[src/lcd_regs.svh]
/*
 Constants for the display controller host register logic: field positions,
 reset values and timing counts. Assumes a 250 MHz core clock.
*/
`ifndef LCD_REGS_SVH
`define LCD_REGS_SVH

// ----------------------------------------------------------------
// Register widths and memory geometry
// ----------------------------------------------------------------
`define REG_W 8
`define DISP_DEPTH 16
`define GLYPH_DEPTH 32
`define ICON_DEPTH 16
`define GLYPH_W 5
`define ICON_W 5
`define ADDR_W 5

// ----------------------------------------------------------------
// Command codes and fields
// ----------------------------------------------------------------
`define CMD_CLEAR 8'h01
`define CMD_HOME 8'h02
`define CMD_MODE_HI 6'h01
`define CMD_MODE_DEC_BIT 1
`define CMD_SET_DISP_HI 4'h8
`define CMD_SET_GLYPH_HI 3'h2
`define CMD_SET_ICON_HI 4'h3
`define BUSY_BIT 7

// ----------------------------------------------------------------
// Reset values and timing
// ----------------------------------------------------------------
`define OUT_LATCH_RST 8'hff
`define REQ_LATCH_RST 8'h00
`define RESET_MIN_NS 1800
`define CLK_PERIOD_NS 4
`define RESET_MIN_CYC ((`RESET_MIN_NS + `CLK_PERIOD_NS - 1) / `CLK_PERIOD_NS)
`define SHIFT_MAX_KHZ 1000
`define BUSY_CYC 4
`define COM_COUNT 18
`define SCAN_DIV 256

`endif

[src/lcd_pkg.sv]
/*
 Types shared by the display controller register logic.
 Assumes the constants header is compiled alongside.
*/
package lcd_pkg;

   // ----------------------------------------------------------------
   // Memory target and register selection
   // ----------------------------------------------------------------
   typedef enum logic [1:0] {
      MEM_DISP,
      MEM_GLYPH,
      MEM_ICON
   } mem_sel_t;

   typedef struct packed {
      logic test_sel;
      logic reg_sel;
      logic dir_sel;
   } select_t;

   typedef struct packed {
      logic [7:0] data;
      select_t sel;
   } frame_t;

endpackage

[src/lcd_serial_slave.sv]
/*
 Serial frame receiver/transmitter for the host link. Samples the shift
 clock, chip select and data with the core clock; assumes the link runs
 well below a quarter of the core rate.
*/
`timescale 1ns/100ps
`include "lcd_regs.svh"

module lcd_serial_slave (
   input wire logic ref_clk,
   input wire logic rst_n,
   input wire logic serial_clock,
   input wire logic chip_select_n,
   input wire logic serial_data_in,
   input wire logic [7:0] tx_byte,
   output logic serial_data_out,
   output logic serial_data_oe,
   output logic frame_start,
   output logic frame_done,
   output logic [7:0] rx_byte
);

   // ----------------------------------------------------------------
   // Two-flop synchronisers
   // ----------------------------------------------------------------
   logic [2:0] meta_q;
   logic [2:0] sync_q;
   logic sclk_prev_q;
   logic cs_prev_q;
   logic [7:0] shift_q;
   logic [2:0] count_q;

   // First stage read only by second stage; three core cycles of lag stay far
   // inside a shift half period at the link's top rate
   always_ff @(posedge ref_clk or negedge rst_n) begin
      if (!rst_n) begin
         meta_q <= 3'h3;
         sync_q <= 3'h3;
      end else begin
         meta_q <= {serial_clock, chip_select_n, serial_data_in};
         sync_q <= meta_q;
      end
   end

   wire logic sclk_s = sync_q[2];
   wire logic cs_n_s = sync_q[1];
   wire logic sdi_s = sync_q[0];
   wire logic rise = sclk_s & ~sclk_prev_q;
   wire logic fall = ~sclk_s & sclk_prev_q;

   // Edge history
   always_ff @(posedge ref_clk or negedge rst_n) begin
      if (!rst_n) begin
         sclk_prev_q <= 1'b1;
         cs_prev_q <= 1'b1;
      end else begin
         sclk_prev_q <= sclk_s;
         cs_prev_q <= cs_n_s;
      end
   end

   assign frame_start = ~cs_n_s & cs_prev_q;

   // Shift MSB first: sample on rise, next bit presented on fall
   always_ff @(posedge ref_clk or negedge rst_n) begin
      if (!rst_n) begin
         shift_q <= 8'h00;
         count_q <= 3'h0;
         frame_done <= 1'b0;
         rx_byte <= 8'h00;
      end else begin
         frame_done <= 1'b0;
         if (frame_start) begin
            shift_q <= tx_byte;
            count_q <= 3'h0;
         end else if (!cs_n_s && rise) begin
            shift_q <= {shift_q[6:0], sdi_s};
            count_q <= count_q + 3'h1;
            if (count_q == 3'h7) begin
               frame_done <= 1'b1;
               rx_byte <= {shift_q[6:0], sdi_s};
            end
         end
      end
   end

   // Read data output, refreshed after each falling edge
   always_ff @(posedge ref_clk or negedge rst_n) begin
      if (!rst_n) begin
         serial_data_out <= 1'b0;
      end else if (frame_start) begin
         serial_data_out <= tx_byte[7];
      end else if (!cs_n_s && fall) begin
         serial_data_out <= shift_q[7];
      end
   end

   assign serial_data_oe = 1'b0;

endmodule

[src/lcd_host_regs.sv]
/*
 Host register access of a single-line dot-matrix display controller with
 key scan. Assumes the host drives an 8-bit serial frame per access with the
 select lines steady for the frame, and polls busy between writes.
*/
`timescale 1ns/100ps
`include "lcd_regs.svh"

module lcd_host_regs (
   input wire logic ref_clk,
   input wire logic rst_n,
   input wire logic test_select,
   input wire logic register_select,
   input wire logic direction_select,
   input wire logic chip_select_n,
   input wire logic serial_clock,
   input wire logic serial_data_in,
   output logic serial_data_out,
   output logic serial_data_oe,
   input wire logic [3:0] key_return_lines,
   output logic [7:0] key_drive_lines,
   input wire logic [7:0] input_pins,
   output logic [5:0] output_pins_oe,
   output logic key_pressed_flag,
   output logic [4:0] common_index,
   output logic [7:0] cursor_char
);

   // ----------------------------------------------------------------
   // Pin synchronisers
   // ----------------------------------------------------------------
   logic [15:0] pin_meta_q;
   logic [15:0] pin_sync_q;

   // First stage read only by second stage; idle levels at reset avoid a false key
   always_ff @(posedge ref_clk or negedge rst_n) begin
      if (!rst_n) begin
         pin_meta_q <= 16'h8f00;
         pin_sync_q <= 16'h8f00;
      end else begin
         pin_meta_q <= {chip_select_n, test_select, register_select, direction_select,
                        key_return_lines, input_pins};
         pin_sync_q <= pin_meta_q;
      end
   end

   lcd_pkg::select_t sel;
   assign sel = lcd_pkg::select_t'(pin_sync_q[14:12]);
   wire logic [3:0] key_ret_s = pin_sync_q[11:8];
   wire logic [7:0] in_pins_s = pin_sync_q[7:0];
   wire logic cs_n_s = pin_sync_q[15];

   // ----------------------------------------------------------------
   // Registers and memories
   // ----------------------------------------------------------------
   logic [`REG_W-1:0] command_q;
   logic [`REG_W-1:0] data_q;
   logic [`REG_W-1:0] key_q;
   logic [`REG_W-1:0] latch_q;
   logic [`REG_W-1:0] in_port_q;
   logic [`ADDR_W-1:0] ptr_q;
   lcd_pkg::mem_sel_t target_q;
   logic decrement_q;
   logic [2:0] busy_q;
   logic pend_write_q;
   logic pend_read_q;
   logic fetch_q;
   logic [7:0] disp_mem_q [`DISP_DEPTH];
   logic [`GLYPH_W-1:0] glyph_mem_q [`GLYPH_DEPTH];
   logic [`ICON_W-1:0] icon_mem_q [`ICON_DEPTH];

   logic [7:0] tx_byte;
   logic frame_start;
   logic frame_done;
   logic [7:0] rx_byte;

   lcd_serial_slave u_link (
      .ref_clk(ref_clk),
      .rst_n(rst_n),
      .serial_clock(serial_clock),
      .chip_select_n(chip_select_n),
      .serial_data_in(serial_data_in),
      .tx_byte(tx_byte),
      .serial_data_out(serial_data_out),
      .serial_data_oe(),
      .frame_start(frame_start),
      .frame_done(frame_done),
      .rx_byte(rx_byte)
   );

   // ----------------------------------------------------------------
   // Decode helpers
   // ----------------------------------------------------------------
   function automatic logic is_sel(input lcd_pkg::select_t s, input logic [2:0] code);
      is_sel = ({s.test_sel, s.reg_sel, s.dir_sel} == code);
   endfunction

   wire logic wr_cmd = frame_done & is_sel(sel, 3'b000);
   wire logic wr_data = frame_done & is_sel(sel, 3'b010);
   wire logic rd_mem = frame_done & is_sel(sel, 3'b111);
   wire logic busy = (busy_q != 3'h0) | pend_write_q | pend_read_q;

   // Read data mux, captured at frame start; command register has no path
   always_comb begin
      tx_byte = 8'h00;
      if (is_sel(sel, 3'b001)) begin
         tx_byte = in_port_q;
      end else if (is_sel(sel, 3'b011)) begin
         tx_byte = key_q;
      end else if (is_sel(sel, 3'b101)) begin
         tx_byte = {busy, 2'b00, ptr_q};
      end else if (is_sel(sel, 3'b111)) begin
         tx_byte = data_q;
      end
   end

   // Driving SERIAL_DATA_IO only during read frames keeps the host free to drive writes
   always_ff @(posedge ref_clk or negedge rst_n) begin
      if (!rst_n) begin
         serial_data_oe <= 1'b0;
      end else if (cs_n_s) begin
         serial_data_oe <= 1'b0;
      end else if (frame_start) begin
         serial_data_oe <= sel.dir_sel & ~is_sel(sel, 3'b001) | is_sel(sel, 3'b001);
      end
   end

   // ----------------------------------------------------------------
   // Command decode and address pointer
   // ----------------------------------------------------------------
   function automatic logic [`ADDR_W-1:0] step(input logic [`ADDR_W-1:0] p,
                                               input logic dec,
                                               input lcd_pkg::mem_sel_t t);
      logic [`ADDR_W-1:0] lim;
      lim = (t == lcd_pkg::MEM_GLYPH) ? 5'h1f : 5'h0f;
      if (dec) begin
         step = (p == 5'h00) ? lim : p - 5'h01;
      end else begin
         step = (p == lim) ? 5'h00 : p + 5'h01;
      end
   endfunction

   always_ff @(posedge ref_clk or negedge rst_n) begin
      if (!rst_n) begin
         command_q <= 8'h00;
         ptr_q <= 5'h00;
         target_q <= lcd_pkg::MEM_DISP;
         decrement_q <= 1'b0;
      end else if (wr_cmd) begin
         command_q <= rx_byte;
         if (rx_byte[7:4] == `CMD_SET_DISP_HI) begin
            ptr_q <= {1'b0, rx_byte[3:0]};
            target_q <= lcd_pkg::MEM_DISP;
         end else if (rx_byte[7:5] == `CMD_SET_GLYPH_HI) begin
            ptr_q <= rx_byte[4:0];
            target_q <= lcd_pkg::MEM_GLYPH;
         end else if (rx_byte[7:4] == `CMD_SET_ICON_HI) begin
            ptr_q <= {1'b0, rx_byte[3:0]};
            target_q <= lcd_pkg::MEM_ICON;
         end else if (rx_byte[7:2] == `CMD_MODE_HI) begin
            decrement_q <= rx_byte[`CMD_MODE_DEC_BIT];
         end else if (rx_byte == `CMD_HOME || rx_byte == `CMD_CLEAR) begin
            ptr_q <= 5'h00;
            target_q <= lcd_pkg::MEM_DISP;
         end
      end else if (pend_write_q || pend_read_q) begin
         ptr_q <= step(ptr_q, decrement_q, target_q);
      end
   end

   // ----------------------------------------------------------------
   // Data register and memory transfer
   // ----------------------------------------------------------------
   always_ff @(posedge ref_clk or negedge rst_n) begin
      if (!rst_n) begin
         pend_write_q <= 1'b0;
         pend_read_q <= 1'b0;
         fetch_q <= 1'b0;
         busy_q <= 3'h0;
      end else begin
         pend_write_q <= wr_data;
         pend_read_q <= rd_mem;
         // Fetch waits one cycle so it sees the pointer and target just updated
         fetch_q <= pend_read_q | (wr_cmd & (rx_byte[7:5] != 3'h0));
         if (wr_cmd) begin
            busy_q <= 3'(`BUSY_CYC);
         end else if (busy_q != 3'h0) begin
            busy_q <= busy_q - 3'h1;
         end
      end
   end

   // Read prefetches the next location so the following frame sees fresh data
   always_ff @(posedge ref_clk or negedge rst_n) begin
      if (!rst_n) begin
         data_q <= 8'h00;
      end else if (wr_data) begin
         data_q <= rx_byte;
      end else if (fetch_q) begin
         case (target_q)
            lcd_pkg::MEM_GLYPH: data_q <= {3'h0, glyph_mem_q[ptr_q]};
            lcd_pkg::MEM_ICON: data_q <= {3'h0, icon_mem_q[ptr_q[3:0]]};
            default: data_q <= disp_mem_q[ptr_q[3:0]];
         endcase
      end
   end

   // Memories, flip-flop based; clear fills the display with spaces
   always_ff @(posedge ref_clk) begin
      if (wr_cmd && rx_byte == `CMD_CLEAR) begin
         for (int i = 0; i < `DISP_DEPTH; i++) begin
            disp_mem_q[i] <= 8'h20;
         end
      end else if (pend_write_q) begin
         case (target_q)
            lcd_pkg::MEM_GLYPH: glyph_mem_q[ptr_q] <= data_q[4:0];
            lcd_pkg::MEM_ICON: icon_mem_q[ptr_q[3:0]] <= data_q[4:0];
            default: disp_mem_q[ptr_q[3:0]] <= data_q;
         endcase
      end
   end

   assign cursor_char = data_q;

   // ----------------------------------------------------------------
   // Ports: output latch and input sample
   // ----------------------------------------------------------------
   always_ff @(posedge ref_clk or negedge rst_n) begin
      if (!rst_n) begin
         latch_q <= `OUT_LATCH_RST;
         in_port_q <= 8'h00;
      end else begin
         in_port_q <= in_pins_s;
         if (wr_data) begin
            latch_q <= rx_byte;
         end
      end
   end

   // Open drain: enable pulls low where latch bit is zero
   assign output_pins_oe = ~latch_q[5:0];

   // ----------------------------------------------------------------
   // Key scan and common sequencer
   // ----------------------------------------------------------------
   logic [7:0] div_q;
   logic [2:0] col_q;
   logic [7:0] hit_q;
   logic [4:0] com_q;
   wire logic tick = (div_q == 8'h00);

   always_ff @(posedge ref_clk or negedge rst_n) begin
      if (!rst_n) begin
         div_q <= 8'h00;
      end else begin
         div_q <= div_q + 8'h01;
      end
   end

   // Columns scanned one per tick; a return line low means a key is down
   always_ff @(posedge ref_clk or negedge rst_n) begin
      if (!rst_n) begin
         col_q <= 3'h0;
         hit_q <= 8'h00;
         key_q <= 8'h00;
      end else if (tick) begin
         col_q <= col_q + 3'h1;
         hit_q[col_q] <= (key_ret_s != 4'hf);
         if (key_ret_s != 4'hf) begin
            key_q <= {1'b0, col_q, ~key_ret_s};
         end
      end
   end

   assign key_drive_lines = ~(8'h01 << col_q);
   assign key_pressed_flag = (hit_q != 8'h00);

   always_ff @(posedge ref_clk or negedge rst_n) begin
      if (!rst_n) begin
         com_q <= 5'h00;
      end else if (tick) begin
         com_q <= (com_q == 5'(`COM_COUNT - 1)) ? 5'h00 : com_q + 5'h01;
      end
   end

   assign common_index = com_q;
endmodule

[config.mk]
export PLATFORM = sky130hd
export DESIGN_NAME = lcd_host_regs
export DESIGN_NICKNAME = d
export VERILOG_FILES = /design/src/lcd_pkg.sv /design/src/lcd_serial_slave.sv /design/src/lcd_host_regs.sv
export VERILOG_INCLUDE_DIRS = /design/src
export SDC_FILE = /design/constraint.sdc
export NUM_CORES = 1
export LEC_CHECK = 0
export BUFFER_PORTS_ARGS = -buffer_cell sky130_fd_sc_hd__buf_4
export CORE_MARGIN = 2
export CORE_UTILIZATION = 40
export CTS_BUF_LIST = sky130_fd_sc_hd__clkbuf_8
export CTS_CLUSTER_SIZE = 14
export DETAILED_ROUTE_END_ITERATION = 6
export GPL_TIMING_DRIVEN = 0
export MAX_ROUTING_LAYER = met4
export PLACE_DENSITY = 0.6
export RECOVER_POWER = 50
export SYNTH_ARGS = -nofsm -noshare
export SYNTH_HDL_FRONTEND = slang
export SYNTH_SLANG_ARGS = --single-unit
export TNS_END_PERCENT = 30
[constraint.sdc]
create_clock -name ref_clk -period 2.9 [get_ports ref_clk]
set_input_delay 0.145 -clock ref_clk [delete_from_list [all_inputs] [get_ports ref_clk]]
set_output_delay 0.145 -clock ref_clk [all_outputs]
set_load 0.02 [all_outputs]
# Word-level counts from Yosys, hierarchy flattened
# Memories as Yosys holds them, arrays and structs flattened.
# Cells that the tools add are included.
classes:
  n_lt_le_gt_ge: 2
  n_mux: 57
  bitwise_logic: 23
  n_reduce_logical: 27
  addsub: 7
  n_shift: 1
  n_eq_ne: 20
ops:
  columns: ["op", "count"]
  rows:
  - ["2-to-1 mux 8 bit", 9]
  - ["2-to-1 mux 5 bit", 12]
  - ["2-to-1 mux 1 bit", 23]
  - ["one-hot mux 8 bit (2 select lines)", 1]
  - ["2-to-1 mux 3 bit", 4]
  - ["nonzero test 2 bit", 6]
  - ["adder 5 x 1 -> 5 bit (second input constant)", 2]
  - ["2-to-1 mux 2 bit", 5]
  - ["== test 3 x 2 -> 1 bit (second input constant)", 3]
  - ["== test 3 bit (second input constant)", 3]
  - ["AND reduction 3 bit", 3]
  - ["adder 8 x 1 -> 8 bit (second input constant)", 1]
  - ["AND 1 bit", 8]
  - ["bitwise mux 8 bit", 1]
  - ["== test 8 x 1 -> 1 bit (second input constant)", 1]
  - ["== test 8 x 2 -> 1 bit (second input constant)", 1]
  - ["logical NOT 8 bit", 1]
  - ["inequality test 4 bit (second input constant)", 2]
  - ["inverter 1 bit", 8]
  - ["inverter 8 bit", 1]
  - ["nonzero test 8 bit", 1]
  - ["OR reduction 8 bit", 1]
  - ["left shift 1 x 3 -> 8 bit (first input constant)", 1]
  - ["adder 3 x 1 -> 3 bit (second input constant)", 2]
  - ["other kinds (29)", 37]
word_totals:
  output_inout_bits: 30
  mem_count: 3
  wordCells: 167
  ramBits: 368
  inputBits: 20
  regBits: 129
mem_list:
  columns: ["name", "depth", "word_bits", "rd", "rd_clocked_by_memory_dff", "wr", "line_no", "rtl"]
  rows:
  - ["glyph_mem_q", 32, 5, 1, 0, 1, "lcd_host_regs.sv:69", "logic [`GLYPH_W-1:0] glyph_mem_q [`GLYPH_DEPTH];"]
  - ["disp_mem_q", 16, 8, 1, 0, 16, "lcd_host_regs.sv:68", "logic [7:0] disp_mem_q [`DISP_DEPTH];"]
  - ["icon_mem_q", 16, 5, 1, 0, 1, "lcd_host_regs.sv:70", "logic [`ICON_W-1:0] icon_mem_q [`ICON_DEPTH];"]

# Logic depth before layout (Yosys ltp)
logic_depth:
  depth_word: 8
  ltp_mapped: 12

# By module
# From an unflattened synthesis, not the netlist that was laid out.
hier_totals:
  hier_cells: 1325
  hier_area_um2: 20898.8
by_module_without_submodules:
  columns: ["module", "n_inst", "area_each_um2", "cells_each", "seq_area_each_um2"]
  rows:
  - ["lcd_host_regs", 1, 19771.5, 1236, 13573.0]
  - ["lcd_serial_slave", 1, 1127.3, 89, 733.2]

# Worst setup path before layout
# No wires, ideal clock.
synth_timing:
  kind: "flip-flop to flip-flop"
  start: "reg ptr_q[0]"
  end: "reg ptr_q[2]"
  setup_slack_ps: 0
  path_stages_with_launch: 13
  arrival_ps: 2835
  path_buffers: 5
  cell_sequence: "dfrtp_1 buf_6 buf_8 buf_4 clkinv_1 clkbuf_1 ha_1 buf_2 or4b_2 a311oi_1 a21oi_1 a21oi_1 mux2_2"
synth_via:
  elab_chain_len: 5
synth_rtl:
  columns: ["element", "line_no", "rtl"]
  rows:
  - ["start, declared", "lcd_host_regs.sv:61", "logic [`ADDR_W-1:0] ptr_q;"]
  - ["start signal, assigned", "lcd_host_regs.sv:152", "ptr_q <= {1'b0, rx_byte[3:0]};"]
  - ["start signal, assigned", "lcd_host_regs.sv:155", "ptr_q <= rx_byte[4:0];"]
  - ["start signal, assigned", "lcd_host_regs.sv:158", "ptr_q <= {1'b0, rx_byte[3:0]};"]
  - ["adder 5 x 1 -> 5 bit, or another cell as far along", "lcd_host_regs.sv:139", "step = (p == lim) ? 5'h00 : p + 5'h01;"]
  - ["2-to-1 mux 5 bit, on equally long branches", "lcd_host_regs.sv:139, lcd_host_regs.sv:137", null]
  - ["2-to-1 mux 5 bit *", "lcd_host_regs.sv:136", "if (dec) begin"]
  - ["2-to-1 mux 5 bit *", "lcd_host_regs.sv:166", "end else if (pend_write_q || pend_read_q) begin"]
  - ["2-to-1 mux 5 bit *", "lcd_host_regs.sv:149", "end else if (wr_cmd) begin"]
# Mark *: on every way between the ends. The rest lies on a longest branch, timed or not. The select of a mux whose other input is x is not followed.
# A chain may end at the register's enable or synchronous reset.

==> flow_summary.ini <==
[timing]
max_slew_margin_pct = -10.69
fin_crit_sh_pct = 99.66
layout_min_cycle_time_ns = 2.890
setup_viol = 0
fmax_mhz = 346.0
rsz0062_at_grt = yes
finalHoldViolCount = 0
tightest_slew_ns = 1.660
finClkSkew_ns = 0.04511
drv_slew = 79

[logic_synthesis]
ys.flop_type = edfxtp_1
synth_largest_area_cell = edfxtp_1
synth_compound_area_share_pct = 3.570
synth-adder-area-share_pct = 1.266
synth_nets = 1352
netlist_instances = 1311
yosys_register_bits = 495
synth_area_um2 = 20750
synthSimpleGateAreaFrac_pct = 10.11
syn_area_per_cell_um2 = 15.83
ys_seq_area_share_pct = 68.70
synth.distinct_cells = 57
synth.top_cell.area_share_pct = 53.26
synth_edf_count = 368
netlist_top_cells_area = edfxtp_1 (53%), dfrtp_1 (13%), mux4_2 (11%), and2_1 (3.4%), dfstp_2 (2.5%)
synth_xor_area_share_pct = 0.5065
synthMuxAreaShare_pct = 13.69
synth_warnings = 0
synth-async-reset-ratio_pct = 25.66
synth_top_family_by_area = multiplexers

[floorplanning]
chipHeight_um = 231.8
boundaryPins = 50
rows = 83
start_util_pct = 40.44
die_x_um = 231.8
die-area_um2 = 53710
core_region_area_um2 = 51300

[worst_setup_path]
crit_path_start_kind = flip-flop
path_class = flip-flop to flip-flop
critical_path.top_delay_family = buffers and inverters
cp_slowest_stage_delay_ns = 0.51
slowest_stage = clkbuf_1
worstSetupEndpointType = flip-flop
crit_chain = clkbuf_1 -> clkbuf_1 -> clkbuf_2 -> nand3_1 -> o21ai_2 -> buf_4
required_ns = 3.21
crit_fanout = 10
cp_common_cell = clkbuf_1
cp.arrival_ns = 3.20
crit_buf_inv = 4

[clock_tree]
cts_tree = yes
clkLatencyLatePin_ns = 0.65
clkTransAtPathRegs_ns = 0.06
clock-sinks = 495
clk_path_buf_depth = 3
htree_num_levels = 3
numCtsBuffers = 80
cts_root_buf = clkbuf_8

[cells_and_area]
fillCellCount = 4544
synthToLayoutAreaGrowth_pct = 14.93
drive_gt1_share_pct = 23.16
ff_latch_area_um2 = 14250
final_nets = 1516
final_util_pct = 46.48
multiInputGateArea_um2 = 6170

[route]
drt-total-wl_um = 50360
drtIter0Drc = 1002
vias_per_cell = 5.407
drtAntennaViolNets = 0
drc = 0
num_vias = 11990
avgRoutedWirePerCell_um = 22.70
drt_pass1_iterations = 5

[pwr]
total_power_mw = 13.52
p_sw_mw = 2.891
seq_power_share_pct = 56.8
vdd_drop_max_uv = 315.0
powerDensity_nw_per_um2 = 567.0
p_leak_nw = 9.146
p_sw_share_pct = 21.38
p_clk_share_pct = 41.2
internal_power_mw = 10.63
combPwrFrac_pct = 2.0

[hold_path]
hp-class = primary input to flip-flop

[status]
violations = max-capacitance violations, max-slew violations
status = finished, violations left

[global_route]
overflow = 0
grt_max_degree = 79
grt_pass1_vias = 12380
grt_pass1_wl_um = 76240
grt_usage_pct = 19.84
antenna_found_initial = 1

[placement]
place.detailed.hpwl_um = 34470
portBuffers = 49
globalplace.congestion = 0.8993

[run]
maxCapViolCount = 1
==> sequential cells by signal, summed over array words and instances (netlist names), 2 cells and up <==
signal          flops
ptr_q               5
pin_meta_q         15
cursor_char         8
in_port_q           8
busy_q              3
div_q               8
latch_q             6
u_link.shift_q      8
key_q               7
u_link.rx_byte      8
u_link.sync_q       3
col_q               3
u_link.count_q      3
hit_q               8
common_index        5
glyph_mem_q       160
disp_mem_q        128
pin_sync_q         15
u_link.meta_q       3
target_q            2
icon_mem_q         80
==> synth_stat cells, drive strengths merged (4+ instances only) <==
cell type / instances
and2: 114
nand2b: 4
or3: 18
buf: 34
dfstp: 20
nor3b: 4
xnor2: 9
nand2: 86
o221ai: 4
ha: 21
a21oi: 23
nor2: 95
inv: 24
o21ai: 41
nor2b: 8
a221o: 5
and3: 7
nor3: 16
dfrtp: 107
nand3: 19
edfxtp: 368
clkbuf: 39
nor4: 10
mux2i: 33
mux4: 100
nand3b: 4
nand4: 11
a31oi: 14
o2111ai: 5
a22oi: 5
mux2: 23
o22ai: 7
==> through the flow <==
| stage | hold slack (ns) | TNS, ns | setup slack [ns] | area, um2 | cells |
|---|---|---|---|---|---|
| after floorplan | -0.1506 | 0 | 0.0001417 | 20750 | 1311 |
| after global placement | 0.2533 | -165.84 | -1.319 | 21970 | 2040 |
| after detailed placement | 0.1327 | -154.81 | -1.111 | 22140 | 2051 |
| after CTS | 0.09219 | 0 | 0.0007518 | 23930 | 2217 |
| after global routing | 0.1181 | -2.634 | -0.07635 | 23840 | 2217 |
| final | 0.1678 | 0 | 0.009740 | 23850 | 2218 |
==> logic make-up (layout without fill, tap and decap cells) <==
logic type                 after synthesis  after routing
AOI/OAI and AO/OA                      119            119
xor gates and xnor gates                12             12
adders and majority gates               21             21
buffers and inverters                  100            326
DFF                                    495            495
muxes                                  156            156
other                                    0              1
and+or+nand+nor                        408            408
==> layout make-up <==
class	count	share of cell area, %
Buffer	71	1.469
Multi-Input combinational cell	716	25.87
Sequential cell	495	59.77
Tap cell	680	3.568
Antenna cell	1	0.01049
Timing Repair Buffer	84	2.723
Clock inverter	59	1.233
Inverter	27	0.4460
Clock buffer	85	4.906
==> worst paths after layout <==
kind,startpoint,to,slack (ns),cells after the start
max in group asynchronous,rst_n,hit_q[4],0.45,4
min in group asynchronous,rst_n,u_link.count_q[1],0.51,3
worst max register to register,ptr_q[2],disp_mem_q[14][0],0.01,6
worst min register to register,pin_sync_q[6],in_port_q[6],0.32,0
worst max-delay path,ptr_q[2],disp_mem_q[14][0],0.01,6
worst min-delay path,chip_select_n,u_link.meta_q[1],0.17,2
==> placed cells by master (no fill, tap or decap), types with 18 or more instances in the layout <==
cell type / count
ha_1: 21
a21oi_1: 23
buf_4: 21
clkbuf_1: 56
and2_1: 114
dlygate4sd3_1: 21
clkbuf_8: 86
mux2_2: 23
nor2_2: 20
buf_2: 23
nand3_1: 18
o21ai_0: 25
nor2_1: 75
inv_1: 53
nand2_1: 85
or3_1: 18
mux4_2: 100
clkbuf_4: 18
dfrtp_1: 107
dfstp_2: 19
mux2i_1: 33
edfxtp_1: 368
clkinv_1: 21
==> timing repair <==
action / CTS / global route
buffers inserted: 3 / 0
pin swaps: 1 / 0
endpoints found under the hold margin: 132 / 0
gates resized for setup: 39 / 28
hold buffers: 21 / 0
endpoints found under the setup margin: 339 / 184
==> power groups by stage <==
stage	clock network, mW	registers (mW)	logic [mW]
4_1_cts	5.71	7.68	0.278
3_3_place_gp	0	7.82	0.236
2_1_floorplan	0	7.81	0.150
6_report	5.57	7.68	0.266
3_5_place_dp	0	7.82	0.255
5_1_grt	6.01	7.69	0.301
==> routing by layer <==
| metal | routed length (um) | GRT usage (%) | up-vias |
|---|---|---|---|
| met5 | 0 | - | - |
| met4 | 1356 | 6.010 | 0 |
| met3 | 4015 | 5.145 | 109 |
| met2 | 23900 | 30.43 | 436 |
| met1 | 21080 | 26.09 | 6120 |
| li1 | - | - | 5327 |
(Power assumes the default switching activity.)
